`src/shared/thci_map.svh`:
```
// register offsets, field positions, codes and reset values of the tape command interface
// Overview of operation
// - vector bit 9 shows busy while a command runs, clear when idle
// - vector bits 8,10..14 report intervention, refusal, data, skip, overrun, fifo faults
// - command word zero is idle; device keeps waiting
// - code 0001 reads one block, backspacing and retrying up to the limit
// - code 0002 writes one block; on failure backspace, erase, retry
// - code 0003 rewinds to logical start of tape
// - low codes 04..07 skip count of blocks or files fwd or back
// - code 0008 writes a file mark
// - code 0009 loads to logical start track 0; 000A returns to load point
// - low code 0B selects drive 0..3 from upper byte
// - low code 0C sets retry limit 0..15; default is 10
// - low code 0E rewinds and selects track 0..3
// - low code 0F sets mode; mode 1 keeps tracks separate
// - mode 0 treats tape as one long track; power-on default
// - code 0010 runs self-check of rom, fifo and host ports
// - status low byte bits 0..4,6,7 carry condition flags; bit 5 unused
// - status bits 8..11 show protect, logical start, logical end, retry used
// - status bits 12..13 drive address, 14..15 track address
// - on nonzero command clear pending, set busy, validate first
// - on finish zero command, set pending, request interrupt; ack sets in-service
// - host vector read clears in-service; device clears pending and busy
`ifndef THCI_MAP_SVH
`define THCI_MAP_SVH
`define THCI_OFS_VECTOR 4'h0
`define THCI_OFS_COMMAND 4'h1
`define THCI_OFS_STATUS 4'h2
`define THCI_OFS_MIC 4'h3
`define THCI_OFS_DRIVE_IN 4'h4
`define THCI_VEC_INTERVENTION_FLAG 8
`define THCI_VEC_BUSY 9
`define THCI_VEC_CMDREF 10
`define THCI_VEC_DATA 11
`define THCI_VEC_SKIP 12
`define THCI_VEC_OVR 13
`define THCI_VEC_FIFO 14
`define THCI_MIC_MIE 0
`define THCI_MIC_IE 1
`define THCI_MIC_DLC 2
`define THCI_MIC_IUS 6
`define THCI_MIC_IP 7
`define THCI_CMD_IDLE 8'h00
`define THCI_CMD_READ 8'h01
`define THCI_CMD_WRITE 8'h02
`define THCI_CMD_REWIND 8'h03
`define THCI_CMD_SKIP_BLOCKS_FWD_CMD 8'h04
`define THCI_CMD_SKBB 8'h05
`define THCI_CMD_SKIP_FILES_FWD_CMD 8'h06
`define THCI_CMD_SKFB 8'h07
`define THCI_CMD_FMARK 8'h08
`define THCI_CMD_LOAD 8'h09
`define THCI_CMD_EJECT 8'h0A
`define THCI_CMD_DRIVE 8'h0B
`define THCI_CMD_RETRY 8'h0C
`define THCI_CMD_TRACK 8'h0E
`define THCI_CMD_MODE 8'h0F
`define THCI_CMD_CHECK 8'h10
`define THCI_RETRY_DEFAULT 4'hA
`define THCI_OP_TICKS 8'h08
`define THCI_VEC_LOW_DEFAULT 8'h40
`endif

```
`src/shared/thci_pkg.sv`:
```
// types of the tape command interface
package thci_pkg;
    typedef enum logic [6:0]
    {
        THCI_IDLE = 7'h01,
        THCI_CHECK = 7'h02,
        THCI_MOVE = 7'h04,
        THCI_RECOVER = 7'h08,
        THCI_COUNT = 7'h10,
        THCI_DONE = 7'h20,
        THCI_WAIT = 7'h40
    } thci_state_t;

    // drive-side inputs, not yet synchronised; the interface passes them through two flops before use
    typedef struct packed {
        logic no_cart;
        logic protect;
        logic op_fail;
        logic filemark;
        logic blank;
        logic hw_fault;
        logic at_start;
        logic at_end;
    } thci_drive_t;

    // motion request driven towards the tape drive
    typedef struct packed {
        logic rewind;
        logic fwd;
        logic rev;
        logic wr_en;
        logic erase;
        logic to_load_point;
        logic [1:0] drive;
        logic [1:0] track;
    } thci_motion_t;
endpackage : thci_pkg

```
`src/thci_top.sv`:
```
// tape host command interface: avalon-mm registers, command decode and sequencing
//
// Chosen here: the register addresses and the Avalon-MM interface to the registers.
`timescale 1ns/1ps
`include "thci_map.svh"
module thci_top #(
    parameter int OP_TICKS = 8
)
(
    input wire logic mclk_in,
    input wire logic resetn_in,
    input wire logic [3:0] avs_address_in,
    input wire logic avs_read_in,
    input wire logic avs_write_in,
    input wire logic [1:0] avs_byteenable_in,
    input wire logic [15:0] avs_writedata_in,
    output logic [15:0] avs_readdata_out,
    output logic avs_waitrequest_out,
    input wire thci_pkg::thci_drive_t drive_in,
    input wire logic int_ack_in,
    output thci_pkg::thci_motion_t motion_out,
    output logic irq_out
);
    import thci_pkg::*;

    // ----------------------------------------
    // input synchronisers
    // ----------------------------------------
    thci_drive_t drv_meta;
    thci_drive_t drv;
    logic ack_meta;
    logic ack_sync;
    logic ack_prev;

    always_ff @(posedge mclk_in or negedge resetn_in)
    begin
        if (!resetn_in)
        begin
            drv_meta <= '0;
            drv <= '0;
            ack_meta <= 1'b0;
            ack_sync <= 1'b0;
            ack_prev <= 1'b0;
        end
        else
        begin
            drv_meta <= drive_in;
            drv <= drv_meta;
            ack_meta <= int_ack_in;
            ack_sync <= ack_meta;
            ack_prev <= ack_sync;
        end
    end

    wire ack_rise = ack_sync && !ack_prev;

    // ----------------------------------------
    // registers and state
    // ----------------------------------------
    thci_state_t state;
    logic [15:0] command_word;
    logic [7:0] vec_low;
    logic [6:0] err_flags;
    logic [7:0] cond_flags;
    logic [2:0] mic_ctrl;
    logic in_service;
    logic pending;
    logic busy;
    logic [3:0] retry_limit;
    logic [3:0] retries;
    logic retry_used;
    logic mode_one;
    logic [1:0] drive_sel;
    logic [1:0] track_sel;
    logic [7:0] skip_left;
    logic [7:0] tick;
    logic [7:0] op;

    wire bus_wr = avs_write_in && !avs_waitrequest_out;
    wire bus_rd = avs_read_in && !avs_waitrequest_out;

    // ----------------------------------------
    // command validity
    // ----------------------------------------
    function automatic logic cmd_valid(input logic [15:0] c);
        logic ok;
        ok = 1'b0;
        unique case (c[7:0])
            `THCI_CMD_READ, `THCI_CMD_WRITE, `THCI_CMD_REWIND, `THCI_CMD_FMARK,
            `THCI_CMD_LOAD, `THCI_CMD_EJECT, `THCI_CMD_CHECK:
                ok = (c[15:8] == 8'h00);
            `THCI_CMD_SKIP_BLOCKS_FWD_CMD, `THCI_CMD_SKBB, `THCI_CMD_SKIP_FILES_FWD_CMD, `THCI_CMD_SKFB:
                ok = 1'b1;
            `THCI_CMD_DRIVE, `THCI_CMD_TRACK:
                ok = (c[15:8] <= 8'h03);
            `THCI_CMD_RETRY:
                ok = (c[15:8] <= 8'h0F);
            `THCI_CMD_MODE:
                ok = (c[15:8] <= 8'h01);
            default:
                ok = 1'b0;
        endcase
        return ok;
    endfunction : cmd_valid

    function automatic logic is_motion(input logic [7:0] c);
        return (c >= `THCI_CMD_READ && c <= `THCI_CMD_EJECT) || c == `THCI_CMD_TRACK;
    endfunction : is_motion

    // ----------------------------------------
    // avalon slave: one wait cycle per access
    // ----------------------------------------
    always_ff @(posedge mclk_in or negedge resetn_in)
    begin
        if (!resetn_in)
            avs_waitrequest_out <= 1'b1;
        else
            avs_waitrequest_out <= !((avs_read_in || avs_write_in) && avs_waitrequest_out);
    end

    always_ff @(posedge mclk_in or negedge resetn_in)
    begin
        if (!resetn_in)
            avs_readdata_out <= 16'h0000;
        else if (avs_read_in && avs_waitrequest_out)
        begin
            unique case (avs_address_in)
                `THCI_OFS_VECTOR:
                    avs_readdata_out <= {1'b0, err_flags[6:2], busy, err_flags[0], vec_low};
                `THCI_OFS_COMMAND:
                    avs_readdata_out <= command_word;
                `THCI_OFS_STATUS:
                    avs_readdata_out <= {track_sel, drive_sel, retry_used, drv.at_end,
                        drv.at_start, drv.protect, cond_flags};
                `THCI_OFS_MIC:
                    avs_readdata_out <= {8'h00, pending, in_service, 3'b000, mic_ctrl};
                default:
                    avs_readdata_out <= 16'h0000;
            endcase
        end
    end

    // ----------------------------------------
    // interrupt control register
    // ----------------------------------------
    always_ff @(posedge mclk_in or negedge resetn_in)
    begin
        if (!resetn_in)
        begin
            mic_ctrl <= 3'b000;
            vec_low <= `THCI_VEC_LOW_DEFAULT;
        end
        else if (bus_wr && avs_address_in == `THCI_OFS_MIC && avs_byteenable_in[0])
            mic_ctrl <= avs_writedata_in[2:0];
        else if (bus_wr && avs_address_in == `THCI_OFS_VECTOR && avs_byteenable_in[0])
            vec_low <= avs_writedata_in[7:0];
    end

    // in-service: set on acknowledge, cleared by host vector read
    always_ff @(posedge mclk_in or negedge resetn_in)
    begin
        if (!resetn_in)
            in_service <= 1'b0;
        else if (state == THCI_WAIT && ack_rise)
            in_service <= 1'b1;
        else if (bus_rd && avs_address_in == `THCI_OFS_VECTOR)
            in_service <= 1'b0;
    end

    always_ff @(posedge mclk_in or negedge resetn_in)
    begin
        if (!resetn_in)
            irq_out <= 1'b0;
        else
            irq_out <= pending && !in_service && mic_ctrl[`THCI_MIC_MIE]
                && mic_ctrl[`THCI_MIC_IE] && state == THCI_WAIT;
    end

    // ----------------------------------------
    // command sequencer
    // ----------------------------------------
    wire [7:0] code = command_word[7:0];
    wire host_cmd_wr = bus_wr && avs_address_in == `THCI_OFS_COMMAND;

    always_ff @(posedge mclk_in or negedge resetn_in)
    begin
        if (!resetn_in)
        begin
            state <= THCI_IDLE;
            command_word <= 16'h0000;
            busy <= 1'b0;
            pending <= 1'b0;
            err_flags <= '0;
            cond_flags <= 8'h00;
            retry_limit <= `THCI_RETRY_DEFAULT;
            retries <= 4'h0;
            retry_used <= 1'b0;
            mode_one <= 1'b0;
            drive_sel <= 2'b00;
            track_sel <= 2'b00;
            skip_left <= 8'h00;
            tick <= 8'h00;
            op <= 8'h00;
        end
        else
        begin
            unique case (state)
                THCI_IDLE:
                begin
                    if (host_cmd_wr)
                    begin
                        if (avs_byteenable_in[0])
                            command_word[7:0] <= avs_writedata_in[7:0];
                        if (avs_byteenable_in[1])
                            command_word[15:8] <= avs_writedata_in[15:8];
                    end
                    else if (command_word != 16'h0000)
                    begin
                        pending <= 1'b0;
                        busy <= 1'b1;
                        err_flags <= '0;
                        cond_flags <= 8'h00;
                        retries <= 4'h0;
                        retry_used <= 1'b0;
                        state <= THCI_CHECK;
                    end
                end
                THCI_CHECK:
                begin
                    op <= code;
                    tick <= 8'(OP_TICKS);
                    skip_left <= command_word[15:8];
                    if (!cmd_valid(command_word))
                    begin
                        err_flags[`THCI_VEC_CMDREF - 8] <= 1'b1;
                        cond_flags[3] <= 1'b1;
                        state <= THCI_DONE;
                    end
                    else if (is_motion(code) && drv.no_cart)
                    begin
                        err_flags[`THCI_VEC_INTERVENTION_FLAG - 8] <= 1'b1;
                        cond_flags[0] <= 1'b1;
                        state <= THCI_DONE;
                    end
                    else if ((code == `THCI_CMD_WRITE || code == `THCI_CMD_FMARK)
                        && drv.protect)
                    begin
                        cond_flags[4] <= 1'b1;
                        err_flags[`THCI_VEC_INTERVENTION_FLAG - 8] <= 1'b1;
                        state <= THCI_DONE;
                    end
                    else
                    begin
                        unique case (code)
                            `THCI_CMD_DRIVE:
                            begin
                                drive_sel <= command_word[9:8];
                                state <= THCI_DONE;
                            end
                            `THCI_CMD_RETRY:
                            begin
                                retry_limit <= command_word[11:8];
                                state <= THCI_DONE;
                            end
                            `THCI_CMD_MODE:
                            begin
                                mode_one <= command_word[8];
                                state <= THCI_DONE;
                            end
                            `THCI_CMD_TRACK:
                            begin
                                track_sel <= command_word[9:8];
                                state <= THCI_MOVE;
                            end
                            `THCI_CMD_LOAD:
                            begin
                                track_sel <= 2'b00;
                                state <= THCI_MOVE;
                            end
                            `THCI_CMD_REWIND:
                            begin
                                if (!mode_one)
                                    track_sel <= 2'b00;
                                state <= THCI_MOVE;
                            end
                            `THCI_CMD_SKIP_BLOCKS_FWD_CMD, `THCI_CMD_SKBB, `THCI_CMD_SKIP_FILES_FWD_CMD, `THCI_CMD_SKFB:
                                state <= THCI_COUNT;
                            default:
                                state <= THCI_MOVE;
                        endcase
                    end
                end
                THCI_MOVE:
                begin
                    if (tick != 8'h00)
                        tick <= tick - 8'h01;
                    else if (drv.hw_fault)
                    begin
                        cond_flags[2] <= 1'b1;
                        err_flags[`THCI_VEC_FIFO - 8] <= (op == `THCI_CMD_CHECK);
                        state <= THCI_DONE;
                    end
                    else if ((op == `THCI_CMD_READ || op == `THCI_CMD_WRITE) && drv.op_fail)
                    begin
                        if (retries < retry_limit)
                        begin
                            retries <= retries + 4'h1;
                            retry_used <= 1'b1;
                            tick <= 8'(OP_TICKS);
                            state <= THCI_RECOVER;
                        end
                        else
                        begin
                            err_flags[`THCI_VEC_DATA - 8] <= 1'b1;
                            state <= THCI_DONE;
                        end
                    end
                    else
                    begin
                        if (op == `THCI_CMD_READ)
                        begin
                            cond_flags[1] <= drv.filemark;
                            cond_flags[7] <= drv.blank;
                        end
                        state <= THCI_DONE;
                    end
                end
                THCI_RECOVER:
                begin
                    // backspace, and for writes erase, before the retry
                    if (tick != 8'h00)
                        tick <= tick - 8'h01;
                    else
                    begin
                        tick <= 8'(OP_TICKS);
                        state <= THCI_MOVE;
                    end
                end
                THCI_COUNT:
                begin
                    // skips stop at a logical end; in mode 1 that is the track end
                    if (skip_left == 8'h00)
                        state <= THCI_DONE;
                    else if ((op[0] == 1'b0 && drv.at_end) || (op[0] && drv.at_start))
                    begin
                        err_flags[`THCI_VEC_SKIP - 8] <= 1'b1;
                        state <= THCI_DONE;
                    end
                    else if (tick != 8'h00)
                        tick <= tick - 8'h01;
                    else
                    begin
                        if (op <= `THCI_CMD_SKBB && drv.filemark)
                            cond_flags[1] <= 1'b1;
                        if (op >= `THCI_CMD_SKIP_FILES_FWD_CMD && !drv.filemark)
                            tick <= 8'(OP_TICKS); // file continues until a mark
                        else
                        begin
                            skip_left <= skip_left - 8'h01;
                            tick <= 8'(OP_TICKS);
                        end
                    end
                end
                THCI_DONE:
                begin
                    command_word <= 16'h0000;
                    pending <= 1'b1;
                    state <= THCI_WAIT;
                end
                THCI_WAIT:
                begin
                    if (bus_rd && avs_address_in == `THCI_OFS_VECTOR && in_service)
                    begin
                        pending <= 1'b0;
                        busy <= 1'b0;
                        state <= THCI_IDLE;
                    end
                end
                default:
                    state <= THCI_IDLE;
            endcase
        end
    end

    // ----------------------------------------
    // motion outputs
    // ----------------------------------------
    always_ff @(posedge mclk_in or negedge resetn_in)
    begin
        if (!resetn_in)
            motion_out <= '0;
        else
        begin
            motion_out.drive <= drive_sel;
            motion_out.track <= track_sel;
            motion_out.rewind <= state == THCI_MOVE && (op == `THCI_CMD_REWIND
                || op == `THCI_CMD_TRACK || op == `THCI_CMD_LOAD);
            motion_out.to_load_point <= state == THCI_MOVE && op == `THCI_CMD_EJECT;
            motion_out.fwd <= (state == THCI_MOVE && (op == `THCI_CMD_READ
                || op == `THCI_CMD_WRITE || op == `THCI_CMD_FMARK))
                || (state == THCI_COUNT && op[0] == 1'b0);
            motion_out.rev <= state == THCI_RECOVER || (state == THCI_COUNT && op[0]);
            motion_out.wr_en <= state == THCI_MOVE && (op == `THCI_CMD_WRITE
                || op == `THCI_CMD_FMARK);
            motion_out.erase <= state == THCI_RECOVER && op == `THCI_CMD_WRITE;
        end
    end
endmodule : thci_top

```
`config.mk`:
```
export PLATFORM = sky130hd
export DESIGN_NAME = thci_top
export DESIGN_NICKNAME = d
export VERILOG_FILES = /design/src/shared/thci_pkg.sv /design/src/thci_top.sv
export VERILOG_INCLUDE_DIRS = /design/src /design/src/shared
export SDC_FILE = /design/constraint.sdc
export NUM_CORES = 1
export LEC_CHECK = 0
export BUFFER_PORTS_ARGS = -buffer_cell sky130_fd_sc_hd__buf_2
export CAP_MARGIN = 20
export CORE_AREA = 3 3 143 90
export CTS_CLUSTER_SIZE = 12
export DETAILED_ROUTE_END_ITERATION = 10
export DIE_AREA = 0 0 146 93
export PLACE_DENSITY = 0.73
export REMOVE_ABC_BUFFERS = 1
export SYNTH_ARGS = -nofsm -noshare
export SYNTH_HDL_FRONTEND = slang
export SYNTH_SLANG_ARGS = --single-unit
```
`constraint.sdc`:
```
create_clock -name mclk_in -period 3.47 [get_ports mclk_in]
set_input_delay 0.694 -clock mclk_in [delete_from_list [all_inputs] [get_ports mclk_in]]
set_output_delay 0.694 -clock mclk_in [all_outputs]
set_load 0.03 [all_outputs]
```
; ---- Word-level counts from Yosys, hierarchy flattened
; Index checks and enable logic that the tools add are counted.
[totals]
ff_bits = 133
inputBits = 35
wordCells = 329
out_inout_bits = 28
[op_classes]
n_mux = 101
order_cmp = 8
n_reduce_logical = 90
bitwise = 4
n_addsub = 3
eq_ne = 65
[op_table]
columns = op, count
row1 = 2-to-1 mux 8 bit, 15
row2 = == test 8 x 4 -> 1 bit (second input constant), 11
row3 = 2-to-1 mux 7 bit, 11
row4 = one-hot mux 16 bit (4 select lines), 1
row5 = != test 2 bit (second input constant), 26
row6 = one-hot mux 7 bit (7 select lines), 1
row7 = 2-to-1 mux 1 bit, 40
row8 = AND reduction 5 bit, 8
row9 = == test 8 x 2 -> 1 bit (second input constant), 4
row10 = == test 8 x 3 -> 1 bit (second input constant), 4
row11 = logical AND 1 bit, 32
row12 = one-hot mux 16 bit (2 select lines), 1
row13 = one-hot mux 8 bit (4 select lines), 1
row14 = 2-to-1 mux 4 bit, 6
row15 = 2-to-1 mux 6 bit, 4
row16 = AND reduction 6 bit, 4
row17 = AND reduction 7 bit, 3
row18 = one-hot mux 1 bit (2 select lines), 10
row19 = == test 8 x 1 -> 1 bit (second input constant), 2
row20 = == test 8 x 5 -> 1 bit (second input constant), 2
row21 = <= comparator 8 x 4 -> 1 bit (second input constant), 2
row22 = zero test 8 bit, 2
row23 = 2-to-1 mux 16 bit, 1
row24 = one-hot mux 8 bit (2 select lines), 1
row25 = 43 further kinds, 79

; ---- Longest topological paths before layout
; Gate-level depths: netlist of the first run.
[depth]
depth_word = 7
ltp_mapped = 9
ltp_nobuf = 8

; ---- Worst setup path before layout of the first run
; OpenSTA, ideal clock, no wires.
[synth_timing]
path_kind = in2reg
startpoint = input avs_address_in[0]
endpoint = register vec_low[0]
required_ns = 3.345
path_slack_ns = 1.166
setup_ns = 0.125
t_arrival_ns = 2.179
n_path_buf = 1
stages = 4
cell_sequence = nor4_1 > and3_1 > clkbuf_1 > mux2_2
[synth_between]
elab_chain_cells = 5
word_cells_on_any_way = 8
cone_classes = eq/ne: 1 / bitwise: 1 / reduce/logical: 6
[synth_rtl]
columns = item, line
row1 = "start, declared", thci_top.sv:12  ; input wire logic [3:0] avs_address_in,
row2 = == test 4 x 2 -> 1 bit, n/a
row3 = logical AND 1 bit (no line), n/a
row4 = logical AND 1 bit, thci_top.sv:153  ; else if (bus_wr && avs_address_in == `THCI_OFS_MIC && avs_byteenable_in[0])
row5 = NOT 1 bit (no line), n/a
row6 = AND reduction 2 bit (no line) (*), n/a
row7 = "end signal, assigned", thci_top.sv:151  ; vec_low <= `THCI_VEC_LOW_DEFAULT;
row8 = "end signal, assigned", thci_top.sv:156  ; vec_low <= avs_writedata_in[7:0];
row9 = "end, declared", thci_top.sv:62  ; logic [7:0] vec_low;
; Mark *: on every way between the ends. The rest lies on a longest branch, timed or not.
; A chain may end at the register's enable or synchronous reset.

; ---- Final worst setup path of the first run
[layout_timing]
startpoint = register state[3]
endpoint = register skip_left[7]
[layout_between]
elab_chain_cells = 3
word_cells_on_any_way = 9
cone_classes = eq/ne: 6 / mux: 1 / reduce/logical: 2
[layout_rtl]
columns = item, line
row1 = "start, declared", thci_top.sv:60  ; thci_state_t state;
row2 = "start signal, assigned", thci_top.sv:189  ; state <= THCI_IDLE;
row3 = "start signal, assigned", thci_top.sv:225  ; state <= THCI_CHECK;
row4 = "start signal, assigned", thci_top.sv:237  ; state <= THCI_DONE;
row5 = == test 7 x 5 -> 1 bit / == test 7 x 2 -> 1 bit (equally long branches), thci_top.sv:207  ; unique case (state)
row6 = != test 2 bit (no line) / nonzero test 2 bit (equally long branches), n/a
row7 = AND reduction 5 bit (no line), n/a
row8 = "end signal, assigned", thci_top.sv:232  ; skip_left <= command_word[15:8];
row9 = "end signal, assigned", thci_top.sv:359  ; skip_left <= skip_left - 8'h01;
row10 = "end, declared", thci_top.sv:75  ; logic [7:0] skip_left;
; Several ways; a longest one is shown, not always the timed one.

==> flow_metrics.env, run 1 <==
export IMPL_crit_family="simple AND/OR/NAND/NOR gates"
export IMPL_hold_viol=0
export IMPL_syn_to_final_growth_pct=16.5
export IMPL_status="finished clean"
export IMPL_skew_ps=10.7
export IMPL_cap_violations=0
export IMPL_hold_path_class="in -> async"
export IMPL_diodes=0
export IMPL_rsz0062_at_grt="no"
export IMPL_peakVddDrop_mv=0.499
export IMPL_min_period_ps=2820
export IMPL_dieArea_um2=13600
export IMPL_cts_tree="built"
export IMPL_route_detailed_drc=0
export IMPL_grt_util_all_layers_pct=25.4
export IMPL_seq_area_um2=3310
export IMPL_cts_hold_fix_buffers=0
export IMPL_viasPerCell=6.03
export IMPL_final_area_um2=7290
export IMPL_synth_area_um2=6260
export IMPL_clockBufferDepth=2
export IMPL_slowest_stage="nand3_1"
export IMPL_fp_dieH_um=93
export IMPL_reg2reg_depth=6
export IMPL_slew_headroom_pct=50.6
export IMPL_die_x_um=146
export IMPL_clk_pin_slew_ps=60
export IMPL_gr_total_overflow=0
export IMPL_initial_utilization_pct=53.2
export IMPL_post_dp_hpwl_mm=11.8
export IMPL_io_buffers=62
export IMPL_critPathMaxStageDelay_ps=610
export IMPL_finalSetupTns_ps=0
export IMPL_antenna_found_initial=0
export IMPL_drt_first_iter_violations=468
export IMPL_timing_final_ws_setup_ps=651
export IMPL_fin_crit_sh_pct=81.2
export IMPL_h_tree_depth=4
export IMPL_io_pins=63
export IMPL_synthTopCellsByArea="dfrtp_1 (51%), nand2_1 (6.3%), o21ai_0 (5.2%)"
export IMPL_post_cts_resized=0
export IMPL_crit_arrival_ps=3080
export IMPL_dp_slack_ps=827
export IMPL_cp_required_ps=3730
export IMPL_vias=5250
export IMPL_fin_cells=870
export IMPL_tightest_slew_ps=742
export IMPL_seq_area_frac_synth_pct=52.9
export IMPL_cts_sinks=132
export IMPL_rows=31
export IMPL_postRouteAntennaNets=0
export IMPL_cts_root_buf="clkbuf_16"
export IMPL_async_flop_share_pct=100
export IMPL_synth_edff_count=0
export IMPL_synth_most_common_cell="dfrtp_1"
export IMPL_r2r_slack_ps=650
export IMPL_grt_pass1_vias=5217
export IMPL_crit_cells=6
export IMPL_first_pass_iters=5
export IMPL_placed_cells=838
export IMPL_crit_chain="nor2_1 -> nand3_1 -> o31ai_1 -> nand2_1 -> o21ai_0 -> o21ai_0"
export IMPL_yosysWarnings=0
export IMPL_clk_latency_ps=410
export IMPL_fmax_mhz=355
export IMPL_grt_max_degree=48
export IMPL_wirelength_mm=16.5
export IMPL_synth_seq_cells=132
export IMPL_drv_slew=0
export IMPL_netlist_area_leader_share_pct=50.8
export IMPL_start_kind="flop"
export IMPL_crit_type="reg -> reg"
export IMPL_yosys_area_top_type="dfrtp_1"
export IMPL_gp_congestion=0.898
export IMPL_cts_inserted_buffers=17
export IMPL_multiInputGateArea_um2=2770
export IMPL_avgRoutedWirePerCell_um=19.0
export IMPL_cp_num_buf_inv=0
export IMPL_cp_common_cell="o21ai_0"
export IMPL_timing_rr_start="state[3]"
export IMPL_cp_end_kind="flop"
export IMPL_drive_above_1_share_pct=19.7
export IMPL_synth_main_ff_cell="dfrtp_1"
export IMPL_grt_pass1_wl_mm=27.2
export IMPL_ys_top_cells_by_count="dfrtp_1 (127), nand2_1 (105), o21ai_0 (65), nor2_1 (45), clkbuf_1 (29)"
export IMPL_placed_area_um2=6720
export IMPL_setup_viol=0
export IMPL_nets=733
export IMPL_p_leak_nw=3.37
export IMPL_post_route_util_pct=62.0
export IMPL_p_per_area_nw_per_um2=740
export IMPL_syn_inst=637
export IMPL_worstPathMaxFanout=15
export IMPL_syn_avg_cell_area_um2=9.82
export IMPL_synth_cell_types=66
export IMPL_postCtsSetupBuffers=0
export IMPL_core_area_um2=11800
export IMPL_worstReg2RegEnd="skip_left[7]"
export IMPL_fillers=993
## worst max-delay path by stage
stage                            from           end  slack (ps)
floorplan           avs_address_in[0]    vec_low[0]         570
global placement             state[3]  skip_left[7]         900
detailed placement           state[3]  skip_left[6]         830
CTS                          state[3]  skip_left[7]         720
global route                 state[3]  skip_left[7]         450
finish                       state[3]  skip_left[7]         650
## layer usage
metal | track usage (%) | share of wire (%)
met4 | 7.82 | 1.9
met2 | 35.7 | 41
met3 | 8.52 | 10
met5 | 0 | 0
met1 | 37.2 | 47
## report_power, final
| part | leakage, nW | switching [mW] | internal [mW] | total, mW |
|---|---|---|---|---|
| clock | 0.272 | 0.704 | 1.02 | 1.72 |
| sequential | 1.74 | 0.404 | 1.77 | 2.18 |
| combinational | 1.35 | 0.944 | 0.553 | 1.50 |
## logic make-up (layout without fill, tap and decap cells)
logic type,count (synthesis),in the layout,synth area share [%]
fa+ha+maj,6,6,1.20
simple gates,258,258,21.2
flops,132,132,52.9
mux,22,22,3.92
buf+inv,47,115,2.88
compound gates,167,167,17.2
xor+xnor,5,5,0.700
## state kept, by name, summed over array words and instances, names as in the netlist, 2 cells and up
signal,flops
avs_readdata_out,16
command_word,16
cond_flags,5
drive_sel,2
drv,8
drv_meta,8
err_flags,5
mic_ctrl,3
motion_out,10
op,8
retries,4
retry_limit,4
skip_left,8
state,7
tick,8
track_sel,2
vec_low,8
## area by class of cell
cell class	count	area share, %
clock inverters	13	1.73
well taps	165	2.83
clock buffers	19	6.08
flip-flops and latches	132	45.4
inverters	14	0.721
repair buffers	69	5.18
multi-input cells	458	38.1
## per-stage QoR
step	hold WS, ps	power, mW
after floorplan	331	3.09
after CTS	226	5.35
final	213	5.39
after detailed placement	335	3.62
after global placement	333	3.55
after global routing	249	5.67
## worst reg2reg max path, stage by stage, from the launching register on
cell	delay [ps]
dfrtp_1	390
nor2_1	460
nand3_1	610
o31ai_1	450
nand2_1	320
o21ai_0	300
o21ai_0	150
## placed cells by master, fill, tap and decap left out, drive strengths merged, types with 3 or more instances in the layout
master / synthesis / routed
a21boi: 5 / 5
a21o: 6 / 6
a21oi: 28 / 28
a221oi: 4 / 4
a22o: 17 / 17
a22oi: 6 / 6
a31oi: 6 / 6
and2: 3 / 3
and3: 9 / 9
and4: 4 / 4
buf: 4 / 69
clkbuf: 29 / 19
clkinv: 0 / 5
clkinvlp: 0 / 3
dfrtp: 127 / 127
dfstp: 5 / 5
ha: 6 / 6
inv: 14 / 18
mux2: 20 / 20
nand2: 106 / 106
nand2b: 7 / 7
nand3: 15 / 15
nand4: 6 / 6
nand4b: 3 / 3
nor2: 46 / 46
nor2b: 8 / 8
nor3: 18 / 18
nor3b: 5 / 5
nor4: 11 / 11
nor4b: 6 / 6
o211ai: 4 / 4
o21ai: 66 / 66
o21bai: 3 / 3
o22ai: 4 / 4
o31ai: 4 / 4
xnor2: 3 / 3
Power figures use the tool's default switching activity.
==> run 2: changes to the inputs <==
--- a/config.mk
+++ b/config.mk
@@ -6,13 +6,14 @@
 export SDC_FILE = /design/constraint.sdc
 export NUM_CORES = 1
 export LEC_CHECK = 0
+export ABC_AREA = 1
 export BUFFER_PORTS_ARGS = -buffer_cell sky130_fd_sc_hd__buf_2
 export CAP_MARGIN = 20
-export CORE_AREA = 3 3 143 90
+export CORE_AREA = 3 3 146 91
 export CTS_CLUSTER_SIZE = 12
 export DETAILED_ROUTE_END_ITERATION = 10
-export DIE_AREA = 0 0 146 93
-export PLACE_DENSITY = 0.73
+export DIE_AREA = 0 0 149 94
+export PLACE_DENSITY = 0.76
 export REMOVE_ABC_BUFFERS = 1
 export SYNTH_ARGS = -nofsm -noshare
 export SYNTH_HDL_FRONTEND = slang
==> constraint.sdc (replaced) <==
create_clock -name mclk_in -period 2.5 [get_ports mclk_in]
set_input_delay 0.5 -clock mclk_in [delete_from_list [all_inputs] [get_ports mclk_in]]
set_output_delay 0.5 -clock mclk_in [all_outputs]
set_load 0.03 [all_outputs]
==> flow_metrics.env, run 2 <==
export IMPL_slew_headroom_pct=56.1
export IMPL_postRouteAntennaNets=0
export IMPL_start_kind="flop"
export IMPL_grt_util_all_layers_pct=25.5
export IMPL_crit_type="reg -> reg"
export IMPL_clk_pin_slew_ps=60
export IMPL_fmax_mhz=462
export IMPL_final_area_um2=7660
export IMPL_crit_arrival_ps=2520
export IMPL_gr_total_overflow=0
export IMPL_synth_edff_count=0
export IMPL_cts_root_buf="clkbuf_16"
export IMPL_fp_dieH_um=94
export IMPL_setup_viol=0
export IMPL_die_x_um=149
export IMPL_cts_tree="built"
export IMPL_syn_to_final_growth_pct=17.9
export IMPL_cts_inserted_buffers=17
export IMPL_route_detailed_drc=0
export IMPL_crit_family="simple AND/OR/NAND/NOR gates"
export IMPL_antenna_found_initial=0
export IMPL_use_met2_pct=33.1
export IMPL_synth_area_um2=6490
export IMPL_hold_viol=0
export IMPL_busiest_layer="met1"
export IMPL_synth_cell_types=46
export IMPL_initial_utilization_pct=54.0
export IMPL_worstPathMaxFanout=9
export IMPL_skew_ps=7.28
export IMPL_p_leak_nw=3.94
export IMPL_drive_above_1_share_pct=18.3
export IMPL_p_per_area_nw_per_um2=1030
export IMPL_viasPerCell=5.44
export IMPL_slowest_stage="o21ai_0"
export IMPL_power_switching_mw=3.10
export IMPL_rsz0062_at_grt="no"
export IMPL_crit_chain="inv_1 -> ha_1 -> nand2_1 -> o21ai_0 -> nand2_1 -> nand3_1 -> nand2_2 -> nand2_4 -> nand2_1 -> nand2_1"
export IMPL_syn_avg_cell_area_um2=8.26
export IMPL_swShare_pct=39.5
export IMPL_placed_area_um2=7060
export IMPL_wirelength_mm=16.8
export IMPL_finalSetupTns_ps=0
export IMPL_core_area_um2=12000
export IMPL_tightest_slew_ps=652
export IMPL_synth_main_ff_cell="dfrtp_1"
export IMPL_grt_max_degree=55
export IMPL_yosys_area_top_type="dfrtp_1"
export IMPL_cp_end_kind="flop"
export IMPL_internal_power_mw=4.75
export IMPL_crit_cells=10
export IMPL_comb_power_share_pct=33.9
export IMPL_p_clk_share_pct=31.8
export IMPL_power_frac_seq_pct=34.3
export IMPL_reg2reg_depth=10
export IMPL_clockBufferDepth=2
export IMPL_post_cts_resized=0
export IMPL_synthTopCellsByArea="dfrtp_1 (49%), nand2_1 (13%), o21ai_0 (6.2%)"
export IMPL_diodes=0
export IMPL_status="finished clean"
export IMPL_ys_top_cells_by_count="nand2_1 (227), dfrtp_1 (127), inv_1 (84), o21ai_0 (80), nor2_1 (60)"
export IMPL_grt_pass1_vias=5136
export IMPL_drt_first_iter_violations=532
export IMPL_post_dp_hpwl_mm=12.2
export IMPL_syn_inst=786
export IMPL_vias=5682
export IMPL_final_common_cell="nand2_1"
export IMPL_clk_latency_ps=420
export IMPL_h_tree_depth=4
export IMPL_avgRoutedWirePerCell_um=16.1
export IMPL_first_pass_iters=6
export IMPL_cap_violations=0
export IMPL_peakVddDrop_mv=0.630
export IMPL_gp_congestion=0.938
export IMPL_final_cell_mix="nand2_1 (227), dfrtp_1 (127), inv_1 (84)"
export IMPL_grtUsageMet3_pct=8.20
export IMPL_seq_area_frac_synth_pct=51.0
export IMPL_fin_crit_sh_pct=86.6
export IMPL_io_buffers=62
export IMPL_cp_required_ps=2860
export IMPL_nets=908
export IMPL_reg_top3="avs_readdata_out: 16 flops, command_word: 16 flops, motion_out: 10 flops"
export IMPL_yosysWarnings=0
export IMPL_synth_seq_cells=132
export IMPL_grt_pass1_wl_mm=27.5
export IMPL_cts_sinks=132
export IMPL_use_met1_pct=40.4
export IMPL_hold_path_class="in -> reg"
export IMPL_dieArea_um2=14000
export IMPL_cp_common_cell="nand2_1"
export IMPL_rows=31
export IMPL_drv_slew=0
export IMPL_io_pins=63
export IMPL_critPathMaxStageDelay_ps=530
export IMPL_hold_depth=1
export IMPL_synth_most_common_cell="nand2_1"
export IMPL_cp_num_buf_inv=1
export IMPL_min_period_ps=2160
export IMPL_fillers=1011
export IMPL_async_flop_share_pct=100
export IMPL_netlist_area_leader_share_pct=48.9
[run 2: cell count changes in the layout (fill, tap and decap cells not counted), moves of 7 or more]
cell | before | now
a21oi_1 | 28 | 19
a22o_1 | 17 | 0
and3_1 | 9 | 0
inv_1 | 14 | 84
inv_2 | 0 | 9
mux2_2 | 18 | 0
nand2_1 | 105 | 227
nand2b_1 | 7 | 0
nand3_1 | 14 | 51
nor2_1 | 45 | 60
nor2b_1 | 8 | 0
o21ai_0 | 65 | 80
o21ai_2 | 0 | 9
xor2_1 | 2 | 9
[run 2: what timing repair did]
action,CTS,global route
setup buffers,0,0
endpoints found under the setup margin,0,0
endpoints found under the hold margin,10,0
hold buffers,1,0
[run 2: per-layer routing]
metal | vias to the layer above | wire length (um)
met3 | 17 | 1810
met5 | - | 0
li1 | 2735 | -
met2 | 256 | 6500
met1 | 2674 | 8310
met4 | 0 | 162
[run 2: stage by stage]
step,utilization [%],cells,worst slack [ps],hold WS [ps],total power [mW]
global route,63.7,1045,165,167,8.34
detailed placement,58.7,1012,391,329,5.30
finish,63.7,1045,336,178,7.85
floorplan,-,774,510,204,4.59
global placement,58.7,1012,365,329,5.24
CTS,63.7,1045,376,174,7.83
[run 2: cell families (layout without fill, tap and decap cells)]
kind of cell / Yosys count / count (layout) / synth area share (%)
simple gates: 396 / 396 / 28.2
compound gates: 135 / 135 / 12.0
flops: 132 / 132 / 51.0
buf+inv: 107 / 201 / 6.42
xor+xnor: 10 / 10 / 1.35
fa+ha+maj: 6 / 6 / 1.16
[run 2: final cells by class]
cell class	count	area (um2)	area share, %
Clock buffer	18	439	5.74
Clock inverter	14	153	1.99
Inverter	95	360	4.71
Multi-Input combinational cell	547	2770	36.1
Sequential cell	132	3310	43.2
Tap cell	165	206	2.70
Timing Repair Buffer	74	422	5.51
[run 2: power groups by stage]
stage	clock, mW	sequential, mW	combinational [mW]
after global routing	2.64	2.73	2.98
after floorplan	0	2.68	1.91
final	2.50	2.69	2.66
after detailed placement	0	2.71	2.59
after global placement	0	2.70	2.53
after CTS	2.52	2.68	2.63
[run 2: path summary, 6_finish.rpt]
check	from	to	slack (ps)
worst min register to register	drv_meta[1]	drv[1]	350
worst min-delay path	drive_in[0]	drv_meta[0]	180
worst max-delay path	retry_limit[3]	tick[7]	340
max in group asynchronous	resetn_in	vec_low[6]	1350
worst max register to register	retry_limit[3]	tick[7]	340
min in group asynchronous	resetn_in	avs_readdata_out[4]	460
[run 2: worst register-to-register path, delay by kind of cell, from the launching register on]
| family | cells | cell delay [ps] |
|---|---|---|
| AOI/OAI and AO/OA | 1 | 530 |
| adders and majority gates | 1 | 280 |
| buffers and inverters | 1 | 40 |
| DFF | 1 | 520 |
| and+or+nand+nor | 7 | 730 |
==> run 3: changes to the inputs <==
--- a/config.mk
+++ b/config.mk
@@ -9,11 +9,11 @@
 export ABC_AREA = 1
 export BUFFER_PORTS_ARGS = -buffer_cell sky130_fd_sc_hd__buf_2
 export CAP_MARGIN = 20
-export CORE_AREA = 3 3 146 91
+export CORE_AREA = 3 3 103 129
 export CTS_CLUSTER_SIZE = 12
 export DETAILED_ROUTE_END_ITERATION = 10
-export DIE_AREA = 0 0 149 94
-export PLACE_DENSITY = 0.76
+export DIE_AREA = 0 0 106 132
+export PLACE_DENSITY = 0.75
 export REMOVE_ABC_BUFFERS = 1
 export SYNTH_ARGS = -nofsm -noshare
 export SYNTH_HDL_FRONTEND = slang
==> constraint.sdc (replaced) <==
create_clock -name mclk_in -period 2.5 [get_ports mclk_in]
set_input_delay 0.5 -clock mclk_in [delete_from_list [all_inputs] [get_ports mclk_in]]
set_output_delay 0.5 -clock mclk_in [all_outputs]
set_load 0.1 [all_outputs]
==> flow_metrics.env, run 3 (synthesis results as in run 2) <==
export IMPL_nets=906
export IMPL_dieArea_um2=14000
export IMPL_clk_pin_slew_ps=60
export IMPL_io_pins=63
export IMPL_postCtsSetupBuffers=0
export IMPL_diodes=0
export IMPL_final_common_cell="nand2_1"
export IMPL_post_cts_resized=0
export IMPL_p_per_area_nw_per_um2=1020
export IMPL_grt_pass1_vias=5497
export IMPL_dp_slack_ps=329
export IMPL_cts_sinks=132
export IMPL_clk_latency_ps=420
export IMPL_die_x_um=106
export IMPL_antenna_found_initial=0
export IMPL_start_kind="flop"
export IMPL_p_leak_nw=3.93
export IMPL_postRouteAntennaNets=0
export IMPL_fp_dieH_um=132
export IMPL_core_area_um2=12200
export IMPL_route_detailed_drc=0
export IMPL_clockBufferDepth=2
export IMPL_drv_slew=0
export IMPL_drive_above_1_share_pct=17.8
export IMPL_fmax_mhz=478
export IMPL_crit_type="reg -> reg"
export IMPL_io_buffers=62
export IMPL_initial_utilization_pct=53.4
export IMPL_slew_headroom_pct=63.6
export IMPL_post_dp_hpwl_mm=11.7
export IMPL_viasPerCell=5.31
export IMPL_fin_hold_ws_ps=52.1
export IMPL_h_tree_depth=4
export IMPL_cts_hold_fix_buffers=0
export IMPL_grt_max_degree=58
export IMPL_peakVddDrop_mv=0.574
export IMPL_cp_required_ps=2860
export IMPL_fin_cells=1042
export IMPL_cts_inserted_buffers=17
export IMPL_drt_first_iter_violations=287
export IMPL_timing_final_ws_setup_ps=409
export IMPL_vias=5532
export IMPL_cts_tree="built"
export IMPL_avgRoutedWirePerCell_um=15.3
export IMPL_power_mw=7.76
export IMPL_hold_path_class="in -> async"
export IMPL_timing_rr_start="retry_limit[3]"
export IMPL_hold_viol=0
export IMPL_reg_top3="avs_readdata_out: 16 flops, command_word: 16 flops, motion_out: 10 flops"
export IMPL_min_period_ps=2090
export IMPL_tightest_slew_ps=547
export IMPL_gr_total_overflow=0
export IMPL_cap_violations=0
export IMPL_worstPathMaxFanout=9
export IMPL_placed_cells=1010
export IMPL_cp_end_kind="flop"
export IMPL_first_pass_iters=6
export IMPL_rsz0062_at_grt="no"
export IMPL_setup_viol=0
export IMPL_syn_to_final_growth_pct=17.5
export IMPL_wirelength_mm=16.0
export IMPL_rows=45
export IMPL_status="finished clean"
export IMPL_startpoint="retry_limit[3]"
export IMPL_grt_pass1_wl_mm=27.0
export IMPL_skew_ps=6.49
export IMPL_fin_crit_sh_pct=83.6
export IMPL_grt_util_all_layers_pct=24.5
export IMPL_finalSetupTns_ps=0
export IMPL_cts_root_buf="clkbuf_16"
export IMPL_final_cell_mix="nand2_1 (227), dfrtp_1 (127), inv_1 (84)"
export IMPL_gp_congestion=0.943
export IMPL_crit_arrival_ps=2450
==> run 3: cell types whose count changed in the layout (fill, tap and decap cells not counted), moves of 3 or more <==
cell      delta
clkbuf_8     +6
clkinv_4     -5
clkbuf_1     +4
inv_6        -3
==> run 3: area by class of cell <==
type	instances	area [um2]
Clock buffer	28	537
Clock inverter	4	45.0
Fill cell	1097	4530
Sequential cell	132	3310
Tap cell	164	205
Timing Repair Buffer	72	404
Multi-Input combinational cell	547	2770
Inverter	95	360
==> run 3: final timing paths <==
kind,endpoint,slack (ps),cells past startpoint
min in group mclk_in,drv_meta[0],180,1
hold / removal,motion_out[1],50,1
max in group asynchronous,vec_low[6],1710,2
setup / recovery,tick[7],410,10
setup reg to reg,tick[7],410,10
hold reg to reg,drv[6],340,0
==> run 3: power by group <==
group / internal (mW) / switching, mW / total (mW)
clock network: 1.55 / 0.871 / 2.42
registers: 2.45 / 0.236 / 2.68
logic: 0.799 / 1.86 / 2.66
==> run 3: layer usage <==
layer | part of all wire [%] | vias up | GRT usage, %
met2 | 50 | 150 | 40.4
met5 | 0 | - | 0
met3 | 4.8 | 45 | 5.05
met1 | 41 | 2620 | 31.0
li1 | - | 2717 | -
met4 | 3.5 | 0 | 11.4
==> run 3: through the flow <==
step / instance area, um2 / utilization (%)
after floorplan: 6440 / -
after global placement: 7050 / 57.9
after detailed placement: 7050 / 57.9
after CTS: 7630 / 62.7
after global routing: 7630 / 62.7
final: 7630 / 62.7
==> run 3: critical path, cell delays in order, from the launching register on <==
cell and delay (ps):
dfstp_2 530, inv_1 40, ha_1 290, nand2_1 60, o21ai_0 400, nand2_1 90
nand3_1 170, nand2_2 170, nand2_4 150, nand2_1 70, nand2_1 50
